===== config.mk =====
export PLATFORM = sky130hd
export DESIGN_NAME = isp_slave
export DESIGN_NICKNAME = d
export VERILOG_FILES = /design/src/isp_pkg.sv /design/src/isp_slave.sv
export SDC_FILE = /design/constraint.sdc
export NUM_CORES = 1
export LEC_CHECK = 0
export BUFFER_PORTS_ARGS = -buffer_cell sky130_fd_sc_hd__buf_2
export CAP_MARGIN = 20
export CORE_MARGIN = 2
export CORE_UTILIZATION = 57
export CTS_BUF_LIST = sky130_fd_sc_hd__clkbuf_2
export DETAILED_ROUTE_END_ITERATION = 8
export PLACE_DENSITY = 0.83
export SETUP_SLACK_MARGIN = 0.02
export SLEW_MARGIN = 15
export SYNTH_ARGS = -nofsm -noshare
export SYNTH_HDL_FRONTEND = slang
export SYNTH_SLANG_ARGS = --single-unit

===== constraint.sdc =====
create_clock -name pclk -period 2.29 [get_ports pclk]
set_input_delay 0.458 -clock pclk [delete_from_list [all_inputs] [get_ports pclk]]
set_output_delay 0.458 -clock pclk [all_outputs]
set_load 0.01 [all_outputs]

===== src/isp_pkg.sv =====
// constants for the two-wire slave port: register indices, bit positions, resets
// assumes an apb slave wrapper with 10-bit byte addresses, register byte = 4 * index
package isp_pkg;
    // register indices (byte address is index * 4)
    localparam logic [7:0] own_address_idx     = 8'he3;
    localparam logic [7:0] transfer_buffer_idx = 8'he4;
    localparam logic [7:0] link_config_idx     = 8'he5;
    localparam logic [7:0] irq_enable_one_idx  = 8'he6;
    localparam logic [7:0] irq_enable_two_idx  = 8'he7;
    localparam logic [7:0] link_status_idx     = 8'he8;
    localparam logic [7:0] irq_flag_one_idx    = 8'hf1;
    // link_config bit positions
    localparam int cfg_link_enable   = 0;
    localparam int cfg_slew_off      = 1;
    localparam int cfg_clock_release = 2;
    localparam int cfg_wr_stretch    = 3;
    localparam int cfg_rd_stretch    = 4;
    localparam int cfg_soft_reset    = 5;
    // link_status bit positions
    localparam int st_start_seen  = 7;
    localparam int st_stop_seen   = 6;
    localparam int st_last_dir    = 5;
    localparam int st_data_flag   = 4;
    localparam int st_buffer_full = 3;
    localparam int st_nack_seen   = 2;
    localparam int st_write_coll  = 1;
    localparam int st_overrun     = 0;
    // serial port enable and flag position in the interrupt registers
    localparam int irq_bit = 3;
    // reset values
    localparam logic [5:0] config_reset = 6'h10;
    localparam logic [7:0] buffer_reset = 8'h00;
    localparam logic [7:0] status_reset = 8'h44;
    // last bit index and bit count of a byte
    localparam logic [3:0] last_bit   = 4'h7;
    localparam logic [3:0] bits_per_b = 4'h8;
    // link state machine
    typedef enum logic [2:0] {
        st_idle, st_addr, st_aack, st_rx, st_rack, st_txw, st_tx, st_tack
    } isp_state_type;
endpackage : isp_pkg


===== src/isp_slave.sv =====
// two-wire slave port with apb register access, all logic in one module
// assumes scl and sda arrive from pins, open drain resolved outside
//
// Function
// - soft reset bit holds link logic reset
// - read stretch bit holds clock before send
// - write stretch bit holds clock after receive
// - clock release bit zero holds clock low
// - slew bit drives edge-rate select output
// - own address held in bits seven..one
// - one shared buffer for both directions
// - start flag set on start condition
// - stop flag set on stop, resets one
// - direction of matched address is latched
// - flag shows data or address byte
// - buffer full set after byte received
// - buffer full high while byte shifts out
// - nack flag records master acknowledge
// - write during send rejected, collision set
// - byte over unread buffer sets overrun
// - enable bit three gates interrupt request
// - flag bit three records pending interrupt
//
// Our own choice: the APB interface to the registers.
module isp_slave (
    input  wire logic        pclk,
    input  wire logic        presetn,
    input  wire logic        psel,
    input  wire logic        penable,
    input  wire logic        pwrite,
    input  wire logic [9:0]  paddr,
    input  wire logic [31:0] pwdata,
    output logic      [31:0] prdata,
    output logic             pready,
    output logic             pslverr,
    input  wire logic        scl_in,
    output logic             scl_out,
    output logic             scl_oe,
    input  wire logic        sda_in,
    output logic             sda_out,
    output logic             sda_oe,
    output logic             slew_limit_off,
    output logic             irq
);
    // whole module state
    typedef struct packed {
        logic [1:0]              scl_s;      // clock synchroniser
        logic [1:0]              sda_s;      // data synchroniser
        logic                    scl_q;      // previous synced clock
        logic                    sda_q;      // previous synced data
        isp_pkg::isp_state_type  fsm;        // link state
        logic [3:0]              cnt;        // bit counter
        logic                    phase;      // ack half
        logic [7:0]              shift;      // shift register
        logic                    ack_ok;     // ack to drive
        logic                    hold;       // stretch request
        logic [6:0]              own;        // own address
        logic [7:0]              buffer;     // transfer buffer
        logic [5:0]              cfg;        // link config
        logic [7:2]              interrupt_enable_one;       // irq enable one
        logic [3:0]              interrupt_enable_two;       // irq enable two
        logic [7:0]              stat;       // link status
        logic                    ie_flag;    // pending interrupt
        logic                    scl_oe;     // clock pull low
        logic                    sda_oe;     // data pull low
        logic                    slew;       // edge-rate select
        logic                    irq;        // interrupt to core
        logic [7:0]              rdata;      // read data
        logic                    pready;     // apb ready
        logic                    pslverr;    // apb error
    } isp_regs_type;

    isp_regs_type q;
    isp_regs_type next_q;

    // edge and bus condition helpers from second sync stage
    logic rise;
    logic fall;
    logic start_ev;
    logic stop_ev;
    logic wr_acc;
    logic rd_acc;
    logic [7:0] idx;
    logic hit;
    assign rise     = q.scl_s[1] & ~q.scl_q;
    assign fall     = ~q.scl_s[1] & q.scl_q;
    assign start_ev = q.scl_s[1] & q.scl_q & q.sda_q & ~q.sda_s[1];
    assign stop_ev  = q.scl_s[1] & q.scl_q & ~q.sda_q & q.sda_s[1];
    assign wr_acc   = psel & penable & q.pready & pwrite;
    assign rd_acc   = psel & penable & q.pready & ~pwrite;
    assign idx      = paddr[9:2];
    assign hit      = (paddr[1:0] == 2'b00);

    // next state: bus slave, then link, then soft reset
    always_comb
    begin
        next_q = q;
        next_q.scl_s = {q.scl_s[0], scl_in};
        next_q.sda_s = {q.sda_s[0], sda_in};
        next_q.scl_q = q.scl_s[1];
        next_q.sda_q = q.sda_s[1];
        // setup phase: register read data and answer for the access phase
        next_q.pready  = psel & ~penable;
        next_q.pslverr = 1'b0;
        next_q.rdata   = 8'h00;
        if (psel && !penable)
        begin
            unique case (idx)
                isp_pkg::own_address_idx:     next_q.rdata = {q.own, 1'b0};
                isp_pkg::transfer_buffer_idx: next_q.rdata = q.buffer;
                isp_pkg::link_config_idx:     next_q.rdata = {2'b00, q.cfg};
                isp_pkg::irq_enable_one_idx:  next_q.rdata = {q.interrupt_enable_one, 2'b00};
                isp_pkg::irq_enable_two_idx:  next_q.rdata = {4'h0, q.interrupt_enable_two};
                isp_pkg::link_status_idx:     next_q.rdata = q.stat;
                isp_pkg::irq_flag_one_idx:    next_q.rdata = {4'h0, q.ie_flag, 3'h0};
                default:                      next_q.pslverr = 1'b1;
            endcase
            if (!hit)
                next_q.pslverr = 1'b1;
        end
        // access phase writes
        if (wr_acc && hit)
        begin
            unique case (idx)
                isp_pkg::own_address_idx: next_q.own = pwdata[7:1];
                isp_pkg::transfer_buffer_idx:
                begin
                    if (q.fsm == isp_pkg::st_tx)
                        next_q.stat[isp_pkg::st_write_coll] = 1'b1;
                    else
                    begin
                        next_q.buffer = pwdata[7:0];
                        if (q.stat[isp_pkg::st_last_dir])
                            next_q.stat[isp_pkg::st_buffer_full] = 1'b1;
                    end
                end
                isp_pkg::link_config_idx:    next_q.cfg  = pwdata[5:0];
                isp_pkg::irq_enable_one_idx: next_q.interrupt_enable_one = pwdata[7:2];
                isp_pkg::irq_enable_two_idx: next_q.interrupt_enable_two = pwdata[3:0];
                isp_pkg::link_status_idx:
                begin
                    // only zero clears; set from the link below wins
                    if (!pwdata[isp_pkg::st_write_coll])
                        next_q.stat[isp_pkg::st_write_coll] = 1'b0;
                    if (!pwdata[isp_pkg::st_overrun])
                        next_q.stat[isp_pkg::st_overrun] = 1'b0;
                end
                isp_pkg::irq_flag_one_idx:
                    if (!pwdata[isp_pkg::irq_bit])
                        next_q.ie_flag = 1'b0;
                default: ;
            endcase
        end
        // reading a received byte empties the buffer
        if (rd_acc && hit && idx == isp_pkg::transfer_buffer_idx
            && !q.stat[isp_pkg::st_last_dir])
            next_q.stat[isp_pkg::st_buffer_full] = 1'b0;
        // write stretch ends once the byte was read
        if (q.fsm == isp_pkg::st_rx && !next_q.stat[isp_pkg::st_buffer_full])
            next_q.hold = 1'b0;
        // link state machine
        unique case (q.fsm)
            isp_pkg::st_idle: ;
            isp_pkg::st_addr:
                if (rise)
                begin
                    next_q.shift = {q.shift[6:0], q.sda_s[1]};
                    next_q.cnt   = q.cnt + 4'h1;
                    if (q.cnt == isp_pkg::last_bit)
                    begin
                        if (q.shift[6:0] == q.own)
                        begin
                            next_q.fsm    = isp_pkg::st_aack;
                            next_q.phase  = 1'b0;
                            next_q.ack_ok = 1'b1;
                            next_q.stat[isp_pkg::st_last_dir]  = q.sda_s[1];
                            next_q.stat[isp_pkg::st_data_flag] = 1'b0;
                            next_q.ie_flag = 1'b1;
                        end
                        else
                            next_q.fsm = isp_pkg::st_idle;
                    end
                end
            isp_pkg::st_aack, isp_pkg::st_rack:
                if (fall)
                begin
                    if (!q.phase)
                    begin
                        next_q.sda_oe = q.ack_ok;
                        next_q.phase  = 1'b1;
                    end
                    else
                    begin
                        next_q.sda_oe = 1'b0;
                        next_q.phase  = 1'b0;
                        next_q.cnt    = 4'h0;
                        if (q.fsm == isp_pkg::st_aack && q.stat[isp_pkg::st_last_dir])
                            next_q.fsm = isp_pkg::st_txw;
                        else
                        begin
                            next_q.fsm  = isp_pkg::st_rx;
                            next_q.hold = (q.fsm == isp_pkg::st_rack) & q.ack_ok
                                          & q.cfg[isp_pkg::cfg_wr_stretch];
                        end
                    end
                end
            isp_pkg::st_rx:
                if (rise)
                begin
                    next_q.shift = {q.shift[6:0], q.sda_s[1]};
                    next_q.cnt   = q.cnt + 4'h1;
                    if (q.cnt == isp_pkg::last_bit)
                    begin
                        next_q.fsm   = isp_pkg::st_rack;
                        next_q.phase = 1'b0;
                        if (q.stat[isp_pkg::st_buffer_full])
                        begin
                            next_q.stat[isp_pkg::st_overrun] = 1'b1;
                            next_q.ack_ok = 1'b0;
                        end
                        else
                        begin
                            next_q.buffer = {q.shift[6:0], q.sda_s[1]};
                            next_q.stat[isp_pkg::st_buffer_full] = 1'b1;
                            next_q.stat[isp_pkg::st_data_flag]   = 1'b1;
                            next_q.ack_ok  = 1'b1;
                            next_q.ie_flag = 1'b1;
                        end
                    end
                end
            isp_pkg::st_txw:
                // with read stretch set, wait for software data before the first bit
                if (q.stat[isp_pkg::st_buffer_full] || !q.cfg[isp_pkg::cfg_rd_stretch])
                begin
                    next_q.shift  = q.buffer;
                    next_q.sda_oe = ~q.buffer[7];
                    next_q.hold   = 1'b0;
                    next_q.cnt    = 4'h0;
                    next_q.fsm    = isp_pkg::st_tx;
                    next_q.stat[isp_pkg::st_buffer_full] = 1'b1;
                end
                else
                    next_q.hold = 1'b1;
            isp_pkg::st_tx:
                if (rise)
                    next_q.cnt = q.cnt + 4'h1;
                else if (fall)
                begin
                    if (q.cnt == isp_pkg::bits_per_b)
                    begin
                        next_q.sda_oe = 1'b0;
                        next_q.fsm    = isp_pkg::st_tack;
                        next_q.phase  = 1'b0;
                        next_q.stat[isp_pkg::st_buffer_full] = 1'b0;
                        next_q.stat[isp_pkg::st_data_flag]   = 1'b1;
                        next_q.ie_flag = 1'b1;
                    end
                    else
                    begin
                        next_q.shift  = {q.shift[6:0], 1'b0};
                        next_q.sda_oe = ~q.shift[6];
                    end
                end
            isp_pkg::st_tack:
                if (rise)
                begin
                    next_q.stat[isp_pkg::st_nack_seen] = q.sda_s[1];
                    next_q.phase = 1'b1;
                end
                else if (fall && q.phase)
                    next_q.fsm = q.stat[isp_pkg::st_nack_seen] ? isp_pkg::st_idle
                                                               : isp_pkg::st_txw;
        endcase
        // bus conditions override any byte in flight
        if (start_ev)
        begin
            next_q.fsm    = isp_pkg::st_addr;
            next_q.cnt    = 4'h0;
            next_q.sda_oe = 1'b0;
            next_q.hold   = 1'b0;
            next_q.stat[isp_pkg::st_start_seen] = 1'b1;
            next_q.stat[isp_pkg::st_stop_seen]  = 1'b0;
        end
        else if (stop_ev)
        begin
            next_q.fsm    = isp_pkg::st_idle;
            next_q.sda_oe = 1'b0;
            next_q.hold   = 1'b0;
            next_q.stat[isp_pkg::st_stop_seen]  = 1'b1;
            next_q.stat[isp_pkg::st_start_seen] = 1'b0;
        end
        // disabled port stays off the bus
        if (!q.cfg[isp_pkg::cfg_link_enable])
        begin
            next_q.fsm    = isp_pkg::st_idle;
            next_q.sda_oe = 1'b0;
            next_q.hold   = 1'b0;
        end
        // soft reset returns link logic and status to reset values
        if (q.cfg[isp_pkg::cfg_soft_reset])
        begin
            next_q.fsm    = isp_pkg::st_idle;
            next_q.cnt    = 4'h0;
            next_q.phase  = 1'b0;
            next_q.shift  = 8'h00;
            next_q.sda_oe = 1'b0;
            next_q.hold   = 1'b0;
            next_q.buffer = isp_pkg::buffer_reset;
            next_q.stat   = isp_pkg::status_reset;
        end
        next_q.scl_oe = q.cfg[isp_pkg::cfg_link_enable] & ~q.cfg[isp_pkg::cfg_soft_reset]
                        & (next_q.hold | ~q.cfg[isp_pkg::cfg_clock_release]);
        next_q.slew = q.cfg[isp_pkg::cfg_slew_off];
        next_q.irq  = next_q.ie_flag & q.interrupt_enable_one[isp_pkg::irq_bit];
    end

    // state register
    always_ff @(posedge pclk or negedge presetn)
    begin
        if (!presetn)
        begin
            q         <= '0;
            q.fsm     <= isp_pkg::st_idle;
            q.scl_s   <= 2'b11;
            q.sda_s   <= 2'b11;
            q.scl_q   <= 1'b1;
            q.sda_q   <= 1'b1;
            q.cfg     <= isp_pkg::config_reset;
            q.buffer  <= isp_pkg::buffer_reset;
            q.stat    <= isp_pkg::status_reset;
        end
        else
            q <= next_q;
    end

    // outputs straight from the state register, scl_out and sda_out tied low
    assign prdata         = {24'h000000, q.rdata};
    assign pready         = q.pready;
    assign pslverr        = q.pslverr;
    assign scl_out        = 1'b0;
    assign sda_out        = 1'b0;
    assign scl_oe         = q.scl_oe;
    assign sda_oe         = q.sda_oe;
    assign slew_limit_off = q.slew;
    assign irq            = q.irq;

    logic run;
    assign run = q.cfg[isp_pkg::cfg_link_enable] & ~q.cfg[isp_pkg::cfg_soft_reset];
endmodule : isp_slave

Word level (Yosys, flattened, before mapping)
Cells that the tools add are included.
{"block": "op_classes", "n_addsub": 1, "eq_ne": 57, "n_mux": 120, "bitwise": 28, "reduce_logical": 43}
{"operator": "8-bit 2-to-1 mux", "count": 12}
{"operator": "6-bit != test, second input constant", "count": 10}
{"operator": "8-bit equality test, second input constant", "count": 7}
{"operator": "1-bit 2-to-1 mux", "count": 56}
{"operator": "8-bit case mux with 7 select lines", "count": 1}
{"operator": "3-bit 2-to-1 mux", "count": 13}
{"operator": "3-bit != test, second input constant", "count": 13}
{"operator": "17-bit 2-to-1 mux", "count": 2}
{"operator": "8-bit case mux with 4 select lines", "count": 1}
{"operator": "2-bit 2-to-1 mux", "count": 14}
{"operator": "24-bit 2-to-1 mux", "count": 1}
{"operator": "4-bit != test, second input constant", "count": 6}
{"operator": "4-bit case mux with 5 select lines", "count": 1}
{"operator": "9-bit 2-to-1 mux", "count": 2}
{"operator": "3-bit case mux with 6 select lines", "count": 1}
{"operator": "1-bit AND", "count": 17}
{"operator": "16-bit 2-to-1 mux", "count": 1}
{"operator": "7-bit 2-to-1 mux", "count": 2}
{"operator": "7-bit AND reduction", "count": 2}
{"operator": "2-bit nonzero test", "count": 7}
{"operator": "13-bit AND reduction", "count": 1}
{"operator": "3-bit equality test, second input constant", "count": 4}
{"operator": "4-bit 2-to-1 mux", "count": 3}
{"operator": "6-bit 2-to-1 mux", "count": 2}
{"operator": "other kinds (34)", "count": 70}
{"block": "totals", "regBits": 77, "out_inout_bits": 40, "wordCells": 278}

Depth between registers and ports, before layout
{"block": "depth", "ltp_word": 20, "mapped_depth": 8, "depth_no_buf": 7}

Least setup slack after synthesis
OpenSTA, ideal clock, no wires.
{"block": "synth_path", "path_kind": "register -> register", "startpoint": "reg q[73] (netlist name)", "endpoint": "reg q[69] (netlist name)", "arrival_ns": 1.823, "required_ns": 2.162, "path_slack_ns": 0.339, "path_stages_with_launch": 6, "n_path_buf": 0, "synth_period_minus_slack_ns": 1.951, "cell_sequence": "dfstp_2 > nor2b_1 > a21oi_1 > or4b_4 > o21ai_1 > mux2_1"}
{"block": "synth_between", "elab_chain_cells": 7, "elab_cells_between_ends": 27, "classes_between": "eq/ne: 13; mux: 4; bitwise: 8; reduce/logical: 2"}
{"element": "start: declaration", "line_no": "isp_slave.sv:73", "rtl": "isp_regs_type q;"}
{"element": "start signal: assignment", "line_no": "isp_slave.sv:333", "rtl": "q <= next_q;"}
{"element": "branches (longest 7 deep; another with 13-bit AND reduction)"}
Parallel ways; which one is timed is not known.
A chain may end at the register's enable or synchronous reset.

Final worst setup path
{"block": "layout_path", "startpoint": "reg q[49] (netlist name)", "endpoint": "reg q[64] (netlist name)"}
{"block": "layout_between", "elab_chain_cells": 3}
{"element": "7-bit equality test", "line_no": "isp_slave.sv:171", "rtl": "if (q.shift[6:0] == q.own)"}
{"element": "3-bit != test (no line)"}
{"element": "11-bit AND reduction (no line)"}
No other way between the ends.

==> summary.txt <==
Critical path
  • Worst EP arrival: 2.64 ns
  • Worst path required time: 2.72 ns
  • Worst Path Class, Setup: flop to flop
  • Reg2Reg Depth: 5
  • Crit end category: flop
  • Crit Reg-Reg Startpoint: q[49]
  • R2R Setup Slk: 0.08 ns
  • CP max FO: 3
  • Startpoint types: flop
  • Worst r2r dst: q[64]

Cells and area
  • Post-Layout Inst Area: 4952 µm²
  • Share of layout cells above drive strength 1: 25.49%
  • Area delta synth->final: 9.549%
  • Diode count: 0
  • Post-layout util: 64.42%
  • Largest Register: q
  • Area of the multi-input gates: 2267 µm²
  • Nets@finish: 560
  • Max reg flops: 58
  • FF/Latch Area: 1939 µm²
  • Fillers: 623

Logic synthesis
  • Synth Cell Area: 4521 µm²
  • Register bit count reported by yosys: 77
  • Ys async rst share: 100.0%
  • Largest cells by area after synthesis: dfrtp_1 38%, mux2_2 7.0%, buf_4 5.6%
  • Simple-gate share of the synthesized area: 16.99%
  • Largest family of logic cells by synthesized area: simple AND/OR/NAND/NOR gates
  • Post-synthesis compound-gate area fraction: 16.27%
  • Post-Synth XOR/XNOR Area: 2.159%
  • Register area share after synthesis: 42.87%
  • Number of synthesis warnings: 0
  • Most instantiated cells after synthesis: 68 x dfrtp_1, 41 x nand2_1, 34 x buf_4, 30 x nor2_1, 28 x mux2_2
  • Dominant cell type by area after synthesis: dfrtp_1
  • Top FF cell, synth: dfrtp_1
  • Portion of netlist area occupied by mux cells: 11.87%
  • Synth Area in Adders: 0.5536%
  • Distinct cells, synth: 66
  • Yosys top cell area share: 37.64%
  • Post-synthesis cell count: 463
  • Top-count cell post-synth: dfrtp_1
  • Post-synth EDFFs: 0
  • Mean Syn Cell Area: 9.764 µm²

Clock tree
  • Clk root buf: clkbuf_2
  • Clock tree buffer depth: 2
  • CTS Buf Count: 9
  • Clock sinks: 77
  • CTS H-tree depth: 3
  • Post-CTS setup buffers: 0
  • Clock slew at reported path FFs: 0.23 ns
  • CTS tree: built
  • Clock latency on the worst-skew pair: 0.54 ns

Global route
  • Vias in the first global route: 3,478
  • First-pass GRT wire length: 17,950 µm
  • Initial antenna violation count: 0
  • Total gr overflow: 0
  • GRT Total Usage: 26.99%
  • Largest net degree at the start of global routing: 38

Placed design
  • Hpwl dp: 8287 µm
  • # port buffers: 38
  • Post-place instance area: 4772 µm²
  • GPL Wtd Cong: 0.9440

Detailed routing
  • Total Wirelength: 11,280 µm
  • Routed Antenna Nets: 0
  • Detailed-route DRC error count: 0
  • Initial DRC count: 425
  • DR vias: 3,807
  • Post-DR wirelength/cell: 18.30 µm
  • Drt pass-1 iters: 5
  • Via density: 6.180

Timing
  • Fin. Hold Viols: 0
  • Max-slew violation count: 0
  • Fmax achieved: 0.4529 GHz
  • Worst slew pin tran: 0.7775 ns
  • Final min period: 2.208 ns
  • Final setup TNS: 0 ns
  • Worst Skew: 0.02413 ns
  • Slew margin rel.: 47.82%
  • Post-route clock period utilization: 96.41%
  • Unrepaired setup endpoints after global routing: no
  • Final setup violation count: 0

Die
  • Core Box Area: 7687 µm²
  • Die X-Extent: 93.06 µm
  • Rows: 32
  • IO Pins: 89
  • Die Area: 8659 µm²
  • Initial core utilization: 58.81%
  • Die Ht: 93.06 µm

Min path
  • Hold Path Class: input pin to flop
  • Hold Crit Depth: 2
  • HP Start: penable
  • Hold endpoint: pready

Power
  • Total power: 2.450 mW
  • Pwr/cell area: 494.8 nW/µm²
  • Leakage: 2.354 nW
  • Maximum vdd drop: 0.2902 mV

Run status
  • Status: finished clean

Job
  • Maxcap violations: 0
## metal layers
| metal | vias up | GRT usage [%] | wire length [µm] |
|---|---|---|---|
| met1 | 1856 | 37.29 | 4792 |
| met3 | 38 | 6.446 | 960 |
| met4 | 0 | 10.05 | 417 |
| met2 | 226 | 41.55 | 5105 |
| li1 | 1687 | - | - |
| met5 | - | 0 | 0 |
## where the power goes
part / switching, mW / total, mW / internal, mW
Sequential: 0.0164 / 1.40 / 1.38
Clock: 0.517 / 0.881 / 0.364
Combinational: 0.110 / 0.168 / 0.0574
## critical path, cell delays in order (launching register included)
cell and delay, ns:
dfrtp_1 0.48, xor2_1 0.18, nor4_1 0.57, nand2_1 0.26
a31oi_1 0.26, mux2_2 0.36
## cell usage in the layout, fill, tap and decap left out, types with 9 or more instances in the layout
| cell type | n |
|---|---|
| mux2_2 | 28 |
| nor3_1 | 12 |
| mux2i_1 | 12 |
| buf_2 | 37 |
| nand3_1 | 14 |
| nand2_1 | 41 |
| a21oi_1 | 25 |
| nor2_1 | 30 |
| dfstp_2 | 9 |
| nand2b_1 | 10 |
| a211oi_1 | 9 |
| dfrtp_1 | 67 |
| inv_1 | 14 |
| buf_4 | 24 |
| clkbuf_2 | 9 |
| conb_1 | 26 |
| o21ai_0 | 16 |
| mux2_1 | 9 |
## final cells by class
type                    instances  share of cell area (%)
clock inverters                 7                   1.971
flip-flops and latches         77                   39.16
multi-input cells             340                   45.78
clock buffers                   9                  0.9096
inverters                      16                   1.213
repair buffers                 65                   8.388
well taps                     102                   2.577
## stage by stage
| stage | hold WS (ns) | setup WS, ns | std cells |
|---|---|---|---|
| 2_1_floorplan | 0.1624 | 0.3393 | 488 |
| 3_3_place_gp | 0.3460 | 0.2091 | 597 |
| 3_5_place_dp | 0.3534 | 0.1650 | 597 |
| 4_1_cts | 0.04879 | 0.1398 | 616 |
| 5_1_grt | 0.04074 | 0.02175 | 616 |
| 6_report | 0.06855 | 0.08223 | 616 |
## worst max-delay path by stage
| stage | from | slack [ns] | cells past startpoint | to |
|---|---|---|---|---|
| finish | q[49] | 0.08 | 5 | q[64] |
| global route | q[58] | 0.02 | 5 | q[64] |
| CTS | q[70] | 0.14 | 7 | q[66] |
| detailed placement | q[70] | 0.17 | 7 | q[66] |
| global placement | q[70] | 0.21 | 6 | q[69] |
| floorplan | q[73] | 0.34 | 5 | q[69] |
## kinds of logic (layout without fill, tap and decap cells)
logic type      after synthesis  count (layout)
mux                          49              49
simple gates                147             147
compound gates              107             107
buf+inv                      71              97
flops                        77              77
other cells                   1              26
xor+xnor                      9               9
fa+ha+maj                     2               2
## what timing repair did
item | in CTS | in global routing
hold buffers | 3 | 0
endpoints found under the hold margin | 23 | 0
gates resized for setup | 0 | 2
endpoints found under the setup margin | 0 | 1
(Power assumes the default switching activity.)
